--- config.mk ---
export PLATFORM = sky130hd
export DESIGN_NAME = fsc_engine
export DESIGN_NICKNAME = d
export VERILOG_FILES = /design/src/rtl/fsc_engine.v
export VERILOG_INCLUDE_DIRS = /design/src /design/src/inc
export SDC_FILE = /design/constraint.sdc
export NUM_CORES = 1
export LEC_CHECK = 0
export ABC_AREA = 0
export BUFFER_PORTS_ARGS = -buffer_cell sky130_fd_sc_hd__buf_4
export CAP_MARGIN = 20
export CELL_PAD_IN_SITES_DETAIL_PLACEMENT = 1
export CELL_PAD_IN_SITES_GLOBAL_PLACEMENT = 2
export CORE_ASPECT_RATIO = 0.6
export CORE_UTILIZATION = 41
export CTS_CLUSTER_DIAMETER = 80
export CTS_CLUSTER_SIZE = 25
export DETAILED_ROUTE_END_ITERATION = 16
export PLACE_DENSITY_LB_ADDON = 0.1
export SYNTH_ARGS = -nofsm -noshare
export SYNTH_HDL_FRONTEND = slang
export SYNTH_SLANG_ARGS = --single-unit
export TNS_END_PERCENT = 30
--- constraint.sdc ---
create_clock -name aclk -period 12.5 [get_ports aclk]
set_input_delay 2.5 -clock aclk [delete_from_list [all_inputs] [get_ports aclk]]
set_output_delay 2.5 -clock aclk [all_outputs]
set_load 0.005 [all_outputs]
--- src/inc/fsc_map.vh ---
// Purpose: Offsets, field positions, reset values and timing for the
//          seek, sense and scan command engine.
// Assumes: 32-bit AXI4-Lite register words, 125 MHz clock.
// Notes:   Definitions only.
`ifndef FSC_MAP_VH
`define FSC_MAP_VH

`define FSC_OFS_DATA 8'h00
`define FSC_OFS_MSR 8'h04
`define FSC_OFS_CFG 8'h08
`define FSC_OFS_DISK 8'h0c
`define FSC_OFS_SCAN 8'h10
`define FSC_OFS_PTR 8'h14
`define FSC_OFS_DRV 8'h18

`define FSC_OP_SEEK 8'h0f
`define FSC_OP_SENSE_INT 8'h08
`define FSC_OP_SENSE_DRV 8'h04
`define FSC_OP_SCAN_LE 5'h19
`define FSC_OP_INVALID 8'h80

`define FSC_CFG_ETR 0
`define FSC_CFG_NON_DMA 1
`define FSC_CFG_SRT_LO 4
`define FSC_CFG_MNT_LO 8

`define FSC_MSR_RQM 7
`define FSC_MSR_DIO 6
`define FSC_MSR_NDMA 5
`define FSC_MSR_CB 4

`define FSC_ST0_READY_TRUE 3'h6
`define FSC_ST0_SEEK_OK 3'h1
`define FSC_ST0_SEEK_BAD 3'h3

`define FSC_CLK_MHZ 125
`define FSC_MS_UNIT_US 1000
`define FSC_MS_CYCLES (`FSC_CLK_MHZ * `FSC_MS_UNIT_US)
`define FSC_RESET_CFG 32'h0000_0000

`endif

--- src/rtl/fsc_engine.v ---
// Purpose: Seek, sense-drive, sense-interrupt and scan-low-or-equal
//          command engine of a floppy controller, AXI4-Lite slave.
// Assumes: Drive inputs are asynchronous and are synchronised here.
// Notes:   One millisecond tick paces the motor-on and step timers.
//
// Implementation choices: the AXI4-Lite register port and the placing of the registers.
`timescale 1ns/10ps
`include "fsc_map.vh"
`default_nettype none
module fsc_engine #(
    parameter MS_CYCLES = `FSC_MS_CYCLES
) (
    input wire aclk,
    input wire aresetn,
    input wire [7:0] s_axi_awaddr,
    input wire s_axi_awvalid,
    output wire s_axi_awready,
    input wire [31:0] s_axi_wdata,
    input wire [3:0] s_axi_wstrb,
    input wire s_axi_wvalid,
    output wire s_axi_wready,
    output reg [1:0] s_axi_bresp,
    output reg s_axi_bvalid,
    input wire s_axi_bready,
    input wire [7:0] s_axi_araddr,
    input wire s_axi_arvalid,
    output wire s_axi_arready,
    output reg [31:0] s_axi_rdata,
    output reg [1:0] s_axi_rresp,
    output reg s_axi_rvalid,
    input wire s_axi_rready,
    input wire [3:0] drive_ready,
    input wire [3:0] track_zero,
    output reg step_pulse,
    output reg step_inward,
    output wire irq
);
    localparam S_IDLE = 3'd0;
    localparam S_CMD = 3'd1;
    localparam S_MOTOR = 3'd2;
    localparam S_SCAN = 3'd3;
    localparam S_RESULT = 3'd4;

    reg [2:0] state;
    reg [31:0] cfg;
    reg [3:0] rdy_s1, rdy_s2, rdy_last, tz_s1, tz_s2;
    reg [7:0] cmd [0:3];
    reg [2:0] cmd_cnt;
    reg [7:0] res [0:6];
    reg [2:0] res_cnt, res_len;
    reg res_is_sense;
    reg [11:0] ptr [0:3];
    reg [11:0] target;
    reg [1:0] seek_drv;
    reg [3:0] seeking;
    reg seek_bad;
    reg seek_end_pend;
    reg [3:0] rdy_pend;
    reg auto_irq;
    reg [7:0] disk_byte;
    reg disk_valid;
    reg [1:0] scan_st;
    reg [31:0] ms_cnt;
    reg ms_tick;
    reg [7:0] tmr;
    reg [4:0] step_cnt;
    reg step_wait_end;
    reg aw_hold, w_hold;
    reg [7:0] aw_addr;
    reg [31:0] w_data;
    reg [7:0] drive_rep;
    integer i;

    wire extended_track_range = cfg[`FSC_CFG_ETR];
    wire non_dma = cfg[`FSC_CFG_NON_DMA];
    wire [3:0] srt = cfg[`FSC_CFG_SRT_LO+3:`FSC_CFG_SRT_LO];
    wire [6:0] mnt = cfg[`FSC_CFG_MNT_LO+6:`FSC_CFG_MNT_LO];
    wire [7:0] mnt_ms = (mnt == 7'h00) ? 8'h80 : {1'b0, mnt};
    wire [4:0] srt_ms = 5'h10 - {1'b0, srt};
    wire do_write = aw_hold && w_hold && !s_axi_bvalid;
    wire do_read = s_axi_arvalid && !s_axi_rvalid;
    wire wr_data = do_write && aw_addr == `FSC_OFS_DATA;
    wire rd_data = do_read && s_axi_araddr == `FSC_OFS_DATA;
    wire [7:0] wbyte = w_data[7:0];
    wire [1:0] sel_drv = cmd[1][1:0];
    wire int_pend = seek_end_pend || (rdy_pend != 4'h0);
    wire rqm = state == S_IDLE || state == S_CMD || state == S_RESULT ||
        (state == S_SCAN && non_dma);
    wire [7:0] main_state_register = {rqm, state == S_RESULT, non_dma,
        state != S_IDLE, seeking};
    wire [1:0] rdy_drv = rdy_pend[0] ? 2'd0 : rdy_pend[1] ? 2'd1 :
        rdy_pend[2] ? 2'd2 : 2'd3;
    wire [11:0] cur_ptr = ptr[seek_drv];
    wire seek_done = cur_ptr == target;

    assign s_axi_awready = !aw_hold;
    assign s_axi_wready = !w_hold;
    assign s_axi_arready = !s_axi_rvalid;
    assign irq = int_pend || auto_irq;

    function [2:0] cmd_len;
        input [7:0] op;
        input e;
        begin
            if (op == `FSC_OP_SEEK)
                cmd_len = e ? 3'd4 : 3'd3;
            else if (op == `FSC_OP_SENSE_DRV)
                cmd_len = 3'd2;
            else if (op[4:0] == `FSC_OP_SCAN_LE)
                cmd_len = 3'd1; // Scan geometry bytes are not modelled.
            else
                cmd_len = 3'd1;
        end
    endfunction

    always @(posedge aclk) begin
        if (!aresetn) begin
            rdy_s1 <= 4'h0;
            rdy_s2 <= 4'h0;
            tz_s1 <= 4'h0;
            tz_s2 <= 4'h0;
        end else begin
            rdy_s1 <= drive_ready;
            rdy_s2 <= rdy_s1;
            tz_s1 <= track_zero;
            tz_s2 <= tz_s1;
        end
    end

    // The millisecond tick keeps the step and motor timers narrow.
    always @(posedge aclk) begin
        if (!aresetn || ms_cnt == MS_CYCLES - 1) begin
            ms_cnt <= 32'h0;
            ms_tick <= aresetn;
        end else begin
            ms_cnt <= ms_cnt + 32'h1;
            ms_tick <= 1'b0;
        end
    end

    always @(posedge aclk) begin
        if (!aresetn) begin
            aw_hold <= 1'b0;
            w_hold <= 1'b0;
            aw_addr <= 8'h00;
            w_data <= 32'h0;
            s_axi_bvalid <= 1'b0;
            s_axi_bresp <= 2'b00;
            s_axi_rvalid <= 1'b0;
            s_axi_rresp <= 2'b00;
            s_axi_rdata <= 32'h0;
        end else begin
            if (s_axi_awvalid && !aw_hold) begin
                aw_hold <= 1'b1;
                aw_addr <= {s_axi_awaddr[7:2], 2'b00};
            end
            if (s_axi_wvalid && !w_hold) begin
                w_hold <= 1'b1;
                w_data <= s_axi_wdata;
            end
            if (do_write) begin
                aw_hold <= 1'b0;
                w_hold <= 1'b0;
                s_axi_bvalid <= 1'b1;
                s_axi_bresp <= (aw_addr == `FSC_OFS_DATA ||
                    aw_addr == `FSC_OFS_CFG || aw_addr == `FSC_OFS_DISK ||
                    aw_addr == `FSC_OFS_DRV) ? 2'b00 : 2'b10;
            end else if (s_axi_bready)
                s_axi_bvalid <= 1'b0;
            if (do_read) begin
                s_axi_rvalid <= 1'b1;
                s_axi_rresp <= 2'b00;
                case ({s_axi_araddr[7:2], 2'b00})
                    `FSC_OFS_DATA: s_axi_rdata <= (state == S_RESULT) ?
                        {24'h0, res[res_cnt]} : 32'h0;
                    `FSC_OFS_MSR: s_axi_rdata <= {24'h0, main_state_register};
                    `FSC_OFS_CFG: s_axi_rdata <= cfg;
                    `FSC_OFS_SCAN: s_axi_rdata <= {30'h0, scan_st};
                    `FSC_OFS_PTR: s_axi_rdata <= {20'h0, cur_ptr};
                    default: begin
                        s_axi_rdata <= 32'h0;
                        s_axi_rresp <= 2'b10;
                    end
                endcase
            end else if (s_axi_rready)
                s_axi_rvalid <= 1'b0;
        end
    end

    always @(posedge aclk) begin
        if (!aresetn) begin
            state <= S_IDLE;
            cfg <= `FSC_RESET_CFG;
            cmd_cnt <= 3'd0;
            res_cnt <= 3'd0;
            res_len <= 3'd0;
            res_is_sense <= 1'b0;
            target <= 12'h0;
            seek_drv <= 2'd0;
            seeking <= 4'h0;
            seek_bad <= 1'b0;
            seek_end_pend <= 1'b0;
            rdy_pend <= 4'h0;
            rdy_last <= 4'h0;
            auto_irq <= 1'b0;
            disk_byte <= 8'h00;
            disk_valid <= 1'b0;
            scan_st <= 2'b00;
            tmr <= 8'h00;
            step_cnt <= 5'h0;
            step_wait_end <= 1'b0;
            step_pulse <= 1'b0;
            step_inward <= 1'b0;
            drive_rep <= 8'h00;
            for (i = 0; i < 4; i = i + 1)
                ptr[i] <= 12'h0;
            for (i = 0; i < 7; i = i + 1)
                res[i] <= 8'h00;
            for (i = 0; i < 4; i = i + 1)
                cmd[i] <= 8'h00;
        end else begin
            step_pulse <= 1'b0;
            if (do_write && aw_addr == `FSC_OFS_CFG)
                cfg <= w_data;
            if (do_write && aw_addr == `FSC_OFS_DRV)
                drive_rep <= wbyte;
            if (do_write && aw_addr == `FSC_OFS_DISK) begin
                disk_byte <= wbyte;
                disk_valid <= 1'b1;
            end
            // Ready changes are polled against the last seen level.
            rdy_last <= rdy_s2;
            if (rdy_s2 != rdy_last)
                rdy_pend <= rdy_pend | (rdy_s2 ^ rdy_last);
            if (wr_data || rd_data)
                auto_irq <= 1'b0;
            case (state)
                S_IDLE, S_CMD: if (wr_data) begin
                    cmd[cmd_cnt[1:0]] <= wbyte;
                    if ((cmd_cnt == 3'd0 &&
                        cmd_len(wbyte, extended_track_range) == 3'd1) ||
                        (cmd_cnt != 3'd0 &&
                        cmd_cnt + 3'd1 == cmd_len(cmd[0], extended_track_range))) begin
                        cmd_cnt <= 3'd0;
                        res_cnt <= 3'd0;
                        if (cmd_cnt == 3'd0 &&
                            wbyte == `FSC_OP_SENSE_INT) begin
                            res_is_sense <= 1'b1;
                            state <= S_RESULT;
                            if (!int_pend) begin
                                res[0] <= `FSC_OP_INVALID;
                                res_len <= 3'd1;
                            end else if (seek_end_pend) begin
                                res[0] <= {seek_bad ? `FSC_ST0_SEEK_BAD :
                                    `FSC_ST0_SEEK_OK, 3'b000,
                                    seek_drv};
                                res[1] <= cur_ptr[7:0];
                                res[2] <= {cur_ptr[11:8], 4'h0};
                                res_len <= extended_track_range ? 3'd3 : 3'd2;
                            end else begin
                                res[0] <= {`FSC_ST0_READY_TRUE, 3'b000,
                                    rdy_drv};
                                res[1] <= ptr[rdy_drv][7:0];
                                res[2] <= {ptr[rdy_drv][11:8], 4'h0};
                                res_len <= extended_track_range ? 3'd3 : 3'd2;
                            end
                        end else if (cmd_cnt == 3'd0 &&
                            wbyte[4:0] == `FSC_OP_SCAN_LE) begin
                            res_is_sense <= 1'b0;
                            scan_st <= 2'b10;
                            state <= S_SCAN;
                        end else if (cmd_cnt != 3'd0 &&
                            cmd[0] == `FSC_OP_SEEK) begin
                            seek_drv <= sel_drv;
                            target <= extended_track_range ? {wbyte[7:4], cmd[2]} :
                                {4'h0, (cmd_cnt == 3'd2) ? wbyte : cmd[2]};
                            seeking[sel_drv] <= 1'b1;
                            seek_bad <= 1'b0;
                            tmr <= mnt_ms;
                            state <= S_MOTOR;
                        end else if (cmd_cnt != 3'd0 &&
                            cmd[0] == `FSC_OP_SENSE_DRV) begin
                            res[0] <= {drive_rep[7:3], wbyte[2:0]};
                            res_len <= 3'd1;
                            res_is_sense <= 1'b0;
                            state <= S_RESULT;
                        end else begin
                            res[0] <= `FSC_OP_INVALID;
                            res_len <= 3'd1;
                            res_is_sense <= 1'b0;
                            state <= S_RESULT;
                        end
                    end else begin
                        cmd_cnt <= cmd_cnt + 3'd1;
                        state <= S_CMD;
                    end
                end
                S_MOTOR: if (ms_tick) begin
                    if (tmr <= 8'h01) begin
                        state <= S_IDLE;
                        step_cnt <= srt_ms;
                        // Direction settles a full interval before a step.
                        step_inward <= target > cur_ptr;
                    end else
                        tmr <= tmr - 8'h01;
                end
                S_SCAN: begin
                    // Each host byte that finds a disk byte pending meets the latest one; other host bytes are ignored.
                    if (wr_data && disk_valid) begin
                        disk_valid <= 1'b0;
                        if (non_dma)
                            auto_irq <= 1'b1;
                        if (disk_byte > wbyte)
                            scan_st <= 2'b01;
                        else if (disk_byte < wbyte && scan_st == 2'b10)
                            scan_st <= 2'b00;
                    end else if (do_write && aw_addr == `FSC_OFS_MSR) begin
                        res[0] <= {3'b000, 3'b000, cmd[0][1:0]};
                        res[1] <= 8'h00;
                        res[2] <= {4'h0, scan_st, 2'b00};
                        res[3] <= 8'h00;
                        res[4] <= 8'h00;
                        res[5] <= 8'h00;
                        res[6] <= 8'h00;
                        res_len <= 3'd7;
                        auto_irq <= 1'b1;
                        state <= S_RESULT;
                    end
                end
                S_RESULT: if (rd_data) begin
                    if (res_is_sense && res_cnt == 3'd0) begin
                        if (seek_end_pend)
                            seek_end_pend <= 1'b0;
                        else
                            // A change in the same cycle keeps it pending.
                            rdy_pend[rdy_drv] <= rdy_s2[rdy_drv] ^
                                rdy_last[rdy_drv];
                    end
                    if (res_cnt + 3'd1 >= res_len)
                        state <= S_IDLE;
                    else
                        res_cnt <= res_cnt + 3'd1;
                end
                default: state <= S_IDLE;
            endcase
            // Background stepping runs in every phase except S_MOTOR.
            if (seeking != 4'h0 && state != S_MOTOR && ms_tick) begin
                step_inward <= target > cur_ptr;
                if (step_cnt > 5'h1)
                    step_cnt <= step_cnt - 5'h1;
                else begin
                    step_cnt <= srt_ms;
                    if (step_wait_end || seek_done) begin
                        seeking <= 4'h0;
                        step_wait_end <= 1'b0;
                        seek_end_pend <= 1'b1;
                    end else if (target < cur_ptr && tz_s2[seek_drv]) begin
                        ptr[seek_drv] <= 12'h0;
                        seek_bad <= target != 12'h0;
                        step_wait_end <= 1'b1;
                    end else begin
                        step_pulse <= 1'b1;
                        ptr[seek_drv] <= (target > cur_ptr) ?
                            cur_ptr + 12'h1 : cur_ptr - 12'h1;
                        step_wait_end <= (target > cur_ptr) ?
                            (cur_ptr + 12'h1 == target) :
                            (cur_ptr - 12'h1 == target);
                    end
                end
            end
        end
    end
endmodule // fsc_engine
`default_nettype wire

; Word-level counts from Yosys, hierarchy flattened
; Memory sizes are Yosys's and may differ from the RTL's. A register that Yosys moved wholly into a read port is not among the register bits.
; Cells that the tools add are included.
[classes]
bitwise = 25
magnitude_cmp = 12
eq_ne = 47
n_addsub = 8
n_reduce_logical = 78
n_mux = 226
[op_table]
columns = op, count
row1 = 8-bit two-way mux, 27
row2 = 32-bit case mux with 5 select lines, 1
row3 = 1-bit two-way mux, 110
row4 = 3-bit two-way mux, 34
row5 = 4-bit two-way mux, 15
row6 = 12-bit two-way mux, 4
row7 = 2-bit two-way mux, 19
row8 = 12-bit equality test, 3
row9 = "32-bit by 1-bit adder with 32-bit output, second input constant", 1
row10 = "32-bit by 17-bit equality test with 1-bit output, second input constant", 1
row11 = 1-bit logical AND, 26
row12 = 5-bit two-way mux, 5
row13 = "8-bit by 4-bit equality test with 1-bit output, second input constant", 3
row14 = "2-bit != test, second input constant", 12
row15 = 7-bit AND reduction, 3
row16 = "6-bit by 2-bit equality test with 1-bit output, second input constant", 3
row17 = "6-bit by 3-bit equality test with 1-bit output, second input constant", 3
row18 = 1-bit OR, 17
row19 = "8-bit by 3-bit equality test with 1-bit output, second input constant", 2
row20 = 8-bit logical NOT, 2
row21 = 8-bit case mux with 2 select lines, 1
row22 = 2-bit nonzero test, 8
row23 = "12-bit by 1-bit adder with 12-bit output, second input constant", 1
row24 = "6-bit by 1-bit equality test with 1-bit output, second input constant", 2
row25 = 53 further kinds, 93
[word_totals]
out_inout_bits = 44
ramBits = 136
mem_count = 3
wordCells = 437
input_bits = 67
regBits = 236
[mem_list]
columns = memory, words, word_bits, rd, rd_clocked_by_memory_dff, wr, line_no
row1 = res, 7, 8, 1, 1, 7, fsc_engine.v:49  ; reg [7:0] res [0:6];
row2 = ptr, 4, 12, 2, 1, 4, fsc_engine.v:52  ; reg [11:0] ptr [0:3];
row3 = cmd, 4, 8, 3, 0, 4, fsc_engine.v:47  ; reg [7:0] cmd [0:3];

; Depth between registers and ports, before layout
; Gate-level depths: netlist (run 1).
; An unclocked memory read counts as a cell.
[logic_depth]
ltp_word = 21
ltp_mapped = 20
depth_no_buf = 18

; Worst setup path before layout (run 1)
; OpenSTA, ideal clock, no wires.
[synth_timing]
path_kind = register to register
start = register (tool-made name)
end = register step_wait_end
slack_ns = 8.131
required_ns = 12.413
stages_incl_launch_ff = 20
setup_ns = 0.087
path_buffers = 2
arrival_time_ns = 4.282
synth_period_minus_slack_ns = 4.369
path_cell_list = dfxtp_1 > buf_2 > mux4_2 > inv_1 > ha_1 > and4_1 > nand2_1 > nor2_1 > a21oi_1 > inv_1 > ha_1 > clkbuf_1 > xnor2_1 > nor3_1 > a211oi_1 > nand4_1 > a311o_1 > nor4_1 > nand4b_1 > o31ai_1
[synth_rtl]
columns = element, line_no
row1 = to (signal assigned), fsc_engine.v:365  ; step_wait_end <= (target > cur_ptr) ?
row2 = to (decl), fsc_engine.v:67  ; reg step_wait_end;

==> metrics.txt, run 1 <==
Area contributors post-synth dfxtp_1 (30%), edfxtp_1 (17%), a21oi_1 (6.3%); Starting Density 42.2%; 1st-iter DRT viols 966; arrival time at the worst endpoint 6.74 ns; drt wl/cell 21.1 um; n_diodes 0; Worst Path Buf+Inv 1; Leakage Power 6.23 nW; adder-cell area share of the yosys netlist 3.67%; Vias per Instance 5.64; number of port buffers 102; Post-Syn Area 15600 um^2; depth of the most critical reg-to-reg path 15; synth unique cells 84; Post-CTS Repair Setup Buffers 0; startpoint types register; GRT Resource Usage Total 24.9%; Worst Skew 0.0370 ns; Cell Rows 54; CTS buffer count 17; Fillers 4272; Post-DP Area 16700 um^2; predominant post-synthesis flop cell dfxtp_1; core box area 36800 um^2; clock sink count 324; CTS max path bufs 3; CP cell instances mux2i_1 > ha_1 > and4_1 > nand2_1 > nor2_1 > a21oi_1 > inv_1 > ha_1 > nand3_1 > o221a_2 > a21oi_1 > a21o_1 > a31oi_1 > xnor3_1 > o31ai_1; largest family of logic cells by synthesized area simple AND/OR/NAND/NOR gates; register area share after synthesis 47.4%; Yosys reg bits 324; Ports 111; DR DRC count 0; WP data required 12.90 ns; # resized after CTS 0; Mean Syn Cell Area 8.96 um^2; outcome completed; slew margin rel. 21.8%; vias in the first global route 12800; Worst Setup EP step_wait_end$_SDFFE_PN0P_; Max Cap Viol 0; post-synthesis simple-gate area fraction 21.9%; EDFF count, synth 88; Gate Count Post-Synth 1737; crit path kind reg2reg; clock period minus worst slack 6.33 ns; RR Endpoint step_wait_end$_SDFFE_PN0P_; Final #Nets 1895; clk_lat worst skew 0.55 ns; Power Dens Cells 112 nW/um^2; Worst setup EP type register; fin cells 2296; Clk pin slew, worst setup/hold paths 0.10 ns; Die Ht 153 um; Crit Path Max Fanout 14; post-DP HPWL 34600 um; worst slew pin tran 1.17 ns; root buffer cell clkbuf_16; total number of vias 12900; global route overflow 0; finished layout cell area 17200 um^2; Synth Area in Compound Gates 13.6%; Final setup viols 0; initial antenna violation count 1; crit-path max cell delay 0.95 ns; Synth top area share 30.4%; CP Depth 15; DIE WIDTH 253 um; xor/xnor share of the synthesized area 3.33%; period utilization 50.7%; drt pass-1 iters 7; CTS HTree Levels 1; CP delay by family, top compound AO/OA/AOI/OAI gates; Final ANT Viol Nets 0; Final Wtd Congestion 0.854; TritonCTS clock tree built; RSZ-0062 raised after global routing false; worst hold path class reg2reg; Crit-path slowest cell dfxtp_1; layout cells sized above 1 11.0%; Cells after DPL 2266; largest net degree at the start of global routing 92; setup TNS 0 ns; first-pass GRT wire length 75000 um; achievable frequency 158 MHz; synth warn 0; Slew Limit Fails 0; Layout area overhead 10.6%; power after layout 1.92 mW; Synth async-reset ratio 0%; mux contribution to synthesized area 5.67%; Die ar. 38800 um^2; Fin. Hold Viols 0; Worst R2R Setup Slack 6.17 ns; Post-CTS Hold Fix Bufs 0; Synth area leader dfxtp_1; Final Routed Wirelength 48400 um; Max VDD drop 0.0000960 V
==> final cells by class <==
class,instances,area (um^2),area share [%]
Multi-Input combinational cell,1253,7540,43.8
Clock buffer,24,452,2.63
Inverter,61,231,1.35
Sequential cell,324,7370,42.8
Clock inverter,4,38.8,0.226
Tap cell,504,631,3.67
Timing Repair Buffer,126,941,5.47
==> cell usage in the layout, fill, tap and decap left out, types with 17 or more instances in the layout <==
cell type and instances:
dfxtp_1 236, nor2_1 231, nand2_1 226, a21oi_1 196, buf_4 124, edfxtp_1 88, mux2i_1 60, inv_1 59
nand3_1 58, ha_1 44, o21ai_0 43, nor3_1 36, nor4_1 35, xor2_1 29, a211oi_1 27, and2_1 27
xnor2_1 25, clkbuf_16 17
==> through the flow <==
step	setup slack (ns)	util [%]	hold WS (ns)
6_report	6.17	46.7	0.441
4_1_cts	6.28	46.7	0.445
3_5_place_dp	6.33	45.3	0.421
2_1_floorplan	8.13	-	0.412
3_3_place_gp	6.48	45.3	0.416
5_1_grt	5.74	46.7	0.457
==> metal layers <==
layer	GRT usage [%]	vias up	share of wire (%)
met5	0	-	0
met4	3.61	0	1.2
met3	3.47	36	5.0
met2	37.1	261	42
met1	38.6	6469	52
li1	-	6177	-
==> logic make-up after synthesis <==
family,after synthesis
mux,74
other cells,1
xor+xnor,56
buf+inv,161
fa+ha+maj,45
compound gates,353
flops,324
simple gates,723
==> power breakdown <==
part | total, mW | internal [mW] | switching [mW]
Clock | 0.625 | 0.262 | 0.363
Combinational | 0.175 | 0.0624 | 0.113
Sequential | 1.12 | 1.10 | 0.0193
Total | 1.92 | 1.42 | 0.495
==> Yosys cell counts, drive strengths merged (4+ instances only) <==
| cell | number |
|---|---|
| xor2 | 29 |
| nor2 | 232 |
| a221oi | 7 |
| a21oi | 196 |
| a22oi | 9 |
| nor3b | 5 |
| buf | 18 |
| or2 | 5 |
| a21o | 15 |
| and4 | 6 |
| nand2 | 227 |
| o21ai | 44 |
| and2 | 28 |
| edfxtp | 88 |
| a211oi | 27 |
| inv | 60 |
| a222oi | 5 |
| nor2b | 16 |
| xnor2 | 25 |
| o31ai | 7 |
| or3 | 7 |
| o211ai | 5 |
| nor3 | 37 |
| nand2b | 11 |
| and3 | 16 |
| mux2i | 60 |
| o21a | 4 |
| a31oi | 13 |
| dfxtp | 236 |
| ha | 44 |
| nor4 | 40 |
| clkbuf | 81 |
| or4 | 5 |
| nand4 | 10 |
| o221a | 4 |
| nand3b | 8 |
| nand3 | 58 |
| mux4 | 11 |
==> flip-flops by register name, indices dropped and copies added (netlist names), 5 cells and up, named ones only <==
name,cells
tmr,8
step_cnt,5
cmd,18
ptr,48
cfg,32
aw_addr,6
w_data,32
ms_cnt,32
s_axi_rdata,32
drive_rep,5
target,12
disk_byte,8
res,22
==> how the worst min path moves through the flow <==
stage | startpoint | end | slack [ns] | cells past startpoint
after global placement | rdy_s1[0]$_SDFF_PN0_ | rdy_s2[0]$_SDFF_PN0_ | 0.42 | 1
final | rdy_s1[0]$_SDFF_PN0_ | rdy_s2[0]$_SDFF_PN0_ | 0.44 | 1
after floorplan | rdy_s1[0]$_SDFF_PN0_ | rdy_s2[0]$_SDFF_PN0_ | 0.41 | 1
after CTS | tz_s1[3]$_SDFF_PN0_ | tz_s2[3]$_SDFF_PN0_ | 0.44 | 1
after global routing | rdy_s1[2]$_SDFF_PN0_ | rdy_s2[2]$_SDFF_PN0_ | 0.46 | 1
after detailed placement | tz_s1[3]$_SDFF_PN0_ | tz_s2[3]$_SDFF_PN0_ | 0.42 | 1
(Power assumes the default switching activity.)
==> inputs of run 2 (changes only) <==
Settings changed: CORE_UTILIZATION 41 to 34.
Clock period 12.5 ns to 5.6 ns, I/O delays scaled along.
==> run 2 against run 1 <==
- global-route usage decreased by 3.0 points
- via count shrank 0.84%
- clock-buffer cell count decreased by 1
- hold slack improved by 0.0035 ns
==> metrics.txt, run 2 (synthesized netlist as in run 1, its figures left out) <==
Largest register FFs 48 (unchanged); achievable frequency 200 MHz (was 158 MHz); 1st-iter DRT viols 942 (was 966); Final #Nets 1906 (was 1895); slew margin rel. 38.0% (was 21.8%); Starting Density 34.6% (was 42.2%); CTS buffer count 17 (unchanged); crit-path max cell delay 0.63 ns (was 0.95 ns); clock period minus worst slack 5.00 ns (was 6.33 ns); commonest non-fill, non-tap cell in the layout dfxtp_1 (unchanged); Seq pwr share 57.5% (was 58.3%); Max Cap Viol 0 (unchanged); Post-CTS Repair Setup Buffers 0 (unchanged); CTS HTree Levels 1 (unchanged); outcome completed (unchanged); startpoint types register (unchanged); initial antenna violation count 1 (unchanged); Crit Path Max Fanout 14 (unchanged); Crit-path slowest cell mux4_2 (was dfxtp_1); worst slew pin tran 0.929 ns (was 1.17 ns); GRT Resource Usage Total 21.9% (was 24.9%); Crit path top cell by count a21oi_1; Worst Skew 0.0479 ns (was 0.0370 ns); switch share 26.1% (was 25.8%); DIE WIDTH 278 um (was 253 um); first-pass GRT wire length 79000 um (was 75000 um); root buffer cell clkbuf_16 (unchanged); Final ANT Viol Nets 0 (unchanged); arrival time at the worst endpoint 5.24 ns (was 6.74 ns); Ports 111 (unchanged); Final Wtd Congestion 0.836 (was 0.854); Worst R2R Setup Slack 0.60 ns (was 6.17 ns); Fillers 5195 (was 4272); Fin. Hold Viols 0 (unchanged); CP delay by family, top compound AO/OA/AOI/OAI gates (unchanged); crit path kind reg2reg (unchanged); global route overflow 0 (unchanged); Final setup viols 0 (unchanged); # resized after CTS 0 (unchanged); post-layout util 38.7% (was 46.7%); Worst setup EP type register (unchanged); number of port buffers 102 (unchanged); largest net degree at the start of global routing 85 (was 92); Biggest register ptr (unchanged); commonest cells after routing, fill and taps aside dfxtp_1 (236), nor2_1 (231), nand2_1 (226), a21oi_1 (196), buf_4 (135) (was dfxtp_1 (236), nor2_1 (231), nand2_1 (226), a21oi_1 (196), buf_4 (124)); Worst Path Buf+Inv 3 (was 1); Layout area overhead 11.9% (was 10.6%); n_diodes 0 (unchanged); setup TNS 0 ns (unchanged); period utilization 89.2% (was 50.7%); worst hold path class reg2reg (unchanged); Post-CTS Hold Fix Bufs 0 (unchanged); logic gate share of total power 9.3% (was 9.1%); Slew Limit Fails 0 (unchanged); post-DP HPWL 37100 um (was 34600 um); Post-DP Area 16900 um^2 (was 16700 um^2); clock sink count 324 (unchanged); Vias per Instance 5.36 (was 5.64); drt wl/cell 21.4 um (was 21.1 um); drt pass-1 iters 6 (was 7); Final Routed Wirelength 51200 um (was 48400 um); RSZ-0062 raised after global routing false (unchanged); clk_lat worst skew 0.56 ns (was 0.55 ns); area of the multi-input gates 7540 um^2 (about the same); core box area 45000 um^2 (was 36800 um^2); CTS max path bufs 3 (unchanged); vias in the first global route 12800 (about the same); Net Switching 1.13 mW (was 0.495 mW); finished layout cell area 17400 um^2 (was 17200 um^2); CP cell instances buf_4 > mux4_2 > inv_1 > ha_1 > nor2b_1 > o211ai_1 > a21oi_1 > o21ai_0 > a21oi_1 > inv_1 > ha_1 > a21oi_1 > o221a_2 > a21oi_1 > a21o_1 > a31oi_1 > xor2_1 > nor3_1 (was mux2i_1 > ha_1 > and4_1 > nand2_1 > nor2_1 > a21oi_1 > inv_1 > ha_1 > nand3_1 > o221a_2 > a21oi_1 > a21o_1 > a31oi_1 > xnor3_1 > o31ai_1); Int Power 3.20 mW (was 1.42 mW); Leakage Power 6.30 nW (was 6.23 nW); Power Dens Cells 249 nW/um^2 (was 112 nW/um^2); Die ar. 46600 um^2 (was 38800 um^2); Die Ht 168 um (was 153 um); total number of vias 12800 (was 12900); Clk pin slew, worst setup/hold paths 0.11 ns (was 0.10 ns); DR DRC count 0 (unchanged); Max VDD drop 0.000213 V (was 0.0000960 V); Cell Rows 60 (was 54); WP data required 5.85 ns (was 12.90 ns); flip-flop and latch area 7370 um^2 (unchanged); layout cells sized above 1 11.7% (was 11.0%); Clock power frac 33.1% (was 32.6%); TritonCTS clock tree built (unchanged)
==> run 2: changes by cell type in the layout (fill, tap and decap cells not counted) <==
cell and change:
clkbuf_1 -1, nor2b_1 -1, clkinv_8 +1, buf_4 +11, inv_16 -1, inv_6 +1, bufinv_8 +1, nor2b_2 +1
==> run 2: metal layers <==
layer  global-route usage [%]  vias up  share of wire [%]
met4                     3.05        0                1.2
met3                     2.33       34                3.2
met1                     35.3     6411                 55
li1                         -     6204                  -
met2                     31.4      185                 40
met5                        0        -                  0
==> run 2: area by class of cell <==
type,instances,share of cell area (%)
clock buffers,23,2.57
clock inverters,6,0.352
inverters,61,1.33
multi-input cells,1253,43.3
flip-flops and latches,324,42.3
well taps,589,4.23
repair buffers,137,5.88
==> run 2: through the flow <==
step                      setup WS, ns  power, mW  hold WS [ns]  std cells
final                            0.605       4.34         0.445       2393
after global placement           0.830       2.94         0.414       2362
after CTS                        0.593       4.40         0.449       2393
after detailed placement         0.625       2.95         0.426       2364
after global routing             0.298       4.52         0.470       2393
after floorplan                   1.23       2.77         0.412       1738
==> run 2: power groups by stage <==
| stage | Combinational [mW] | Clock [mW] | Sequential (mW) |
|---|---|---|---|
| 6_report | 0.405 | 1.44 | 2.49 |
| 4_1_cts | 0.406 | 1.50 | 2.49 |
| 3_5_place_dp | 0.405 | 0 | 2.55 |
| 5_1_grt | 0.444 | 1.58 | 2.50 |
| 2_1_floorplan | 0.241 | 0 | 2.53 |
| 3_3_place_gp | 0.397 | 0 | 2.54 |
==> run 2: worst reg2reg max path, stage by stage, from the launching register on <==
cell and delay (ns):
dfxtp_1 0.33, buf_4 0.30, mux4_2 0.64, inv_1 0.15
ha_1 0.25, nor2b_1 0.14, o211ai_1 0.17, a21oi_1 0.09
o21ai_0 0.23, a21oi_1 0.13, inv_1 0.30, ha_1 0.38
a21oi_1 0.17, o221a_2 0.23, a21oi_1 0.12, a21o_1 0.22
a31oi_1 0.35, xor2_1 0.42, nor3_1 0.11
==> run 2: final timing paths <==
| path | start | end | cells after the start |
|---|---|---|---|
| setup / recovery | register | ptr[1][11]$_SDFFCE_PN0P_ | 18 |
| hold / removal | w_data[8]$_SDFFE_PN0P_ | cfg[8]$_SDFFE_PN0P_ | 2 |
| setup reg to reg | register | ptr[1][11]$_SDFFCE_PN0P_ | 18 |
| hold reg to reg | w_data[8]$_SDFFE_PN0P_ | cfg[8]$_SDFFE_PN0P_ | 2 |
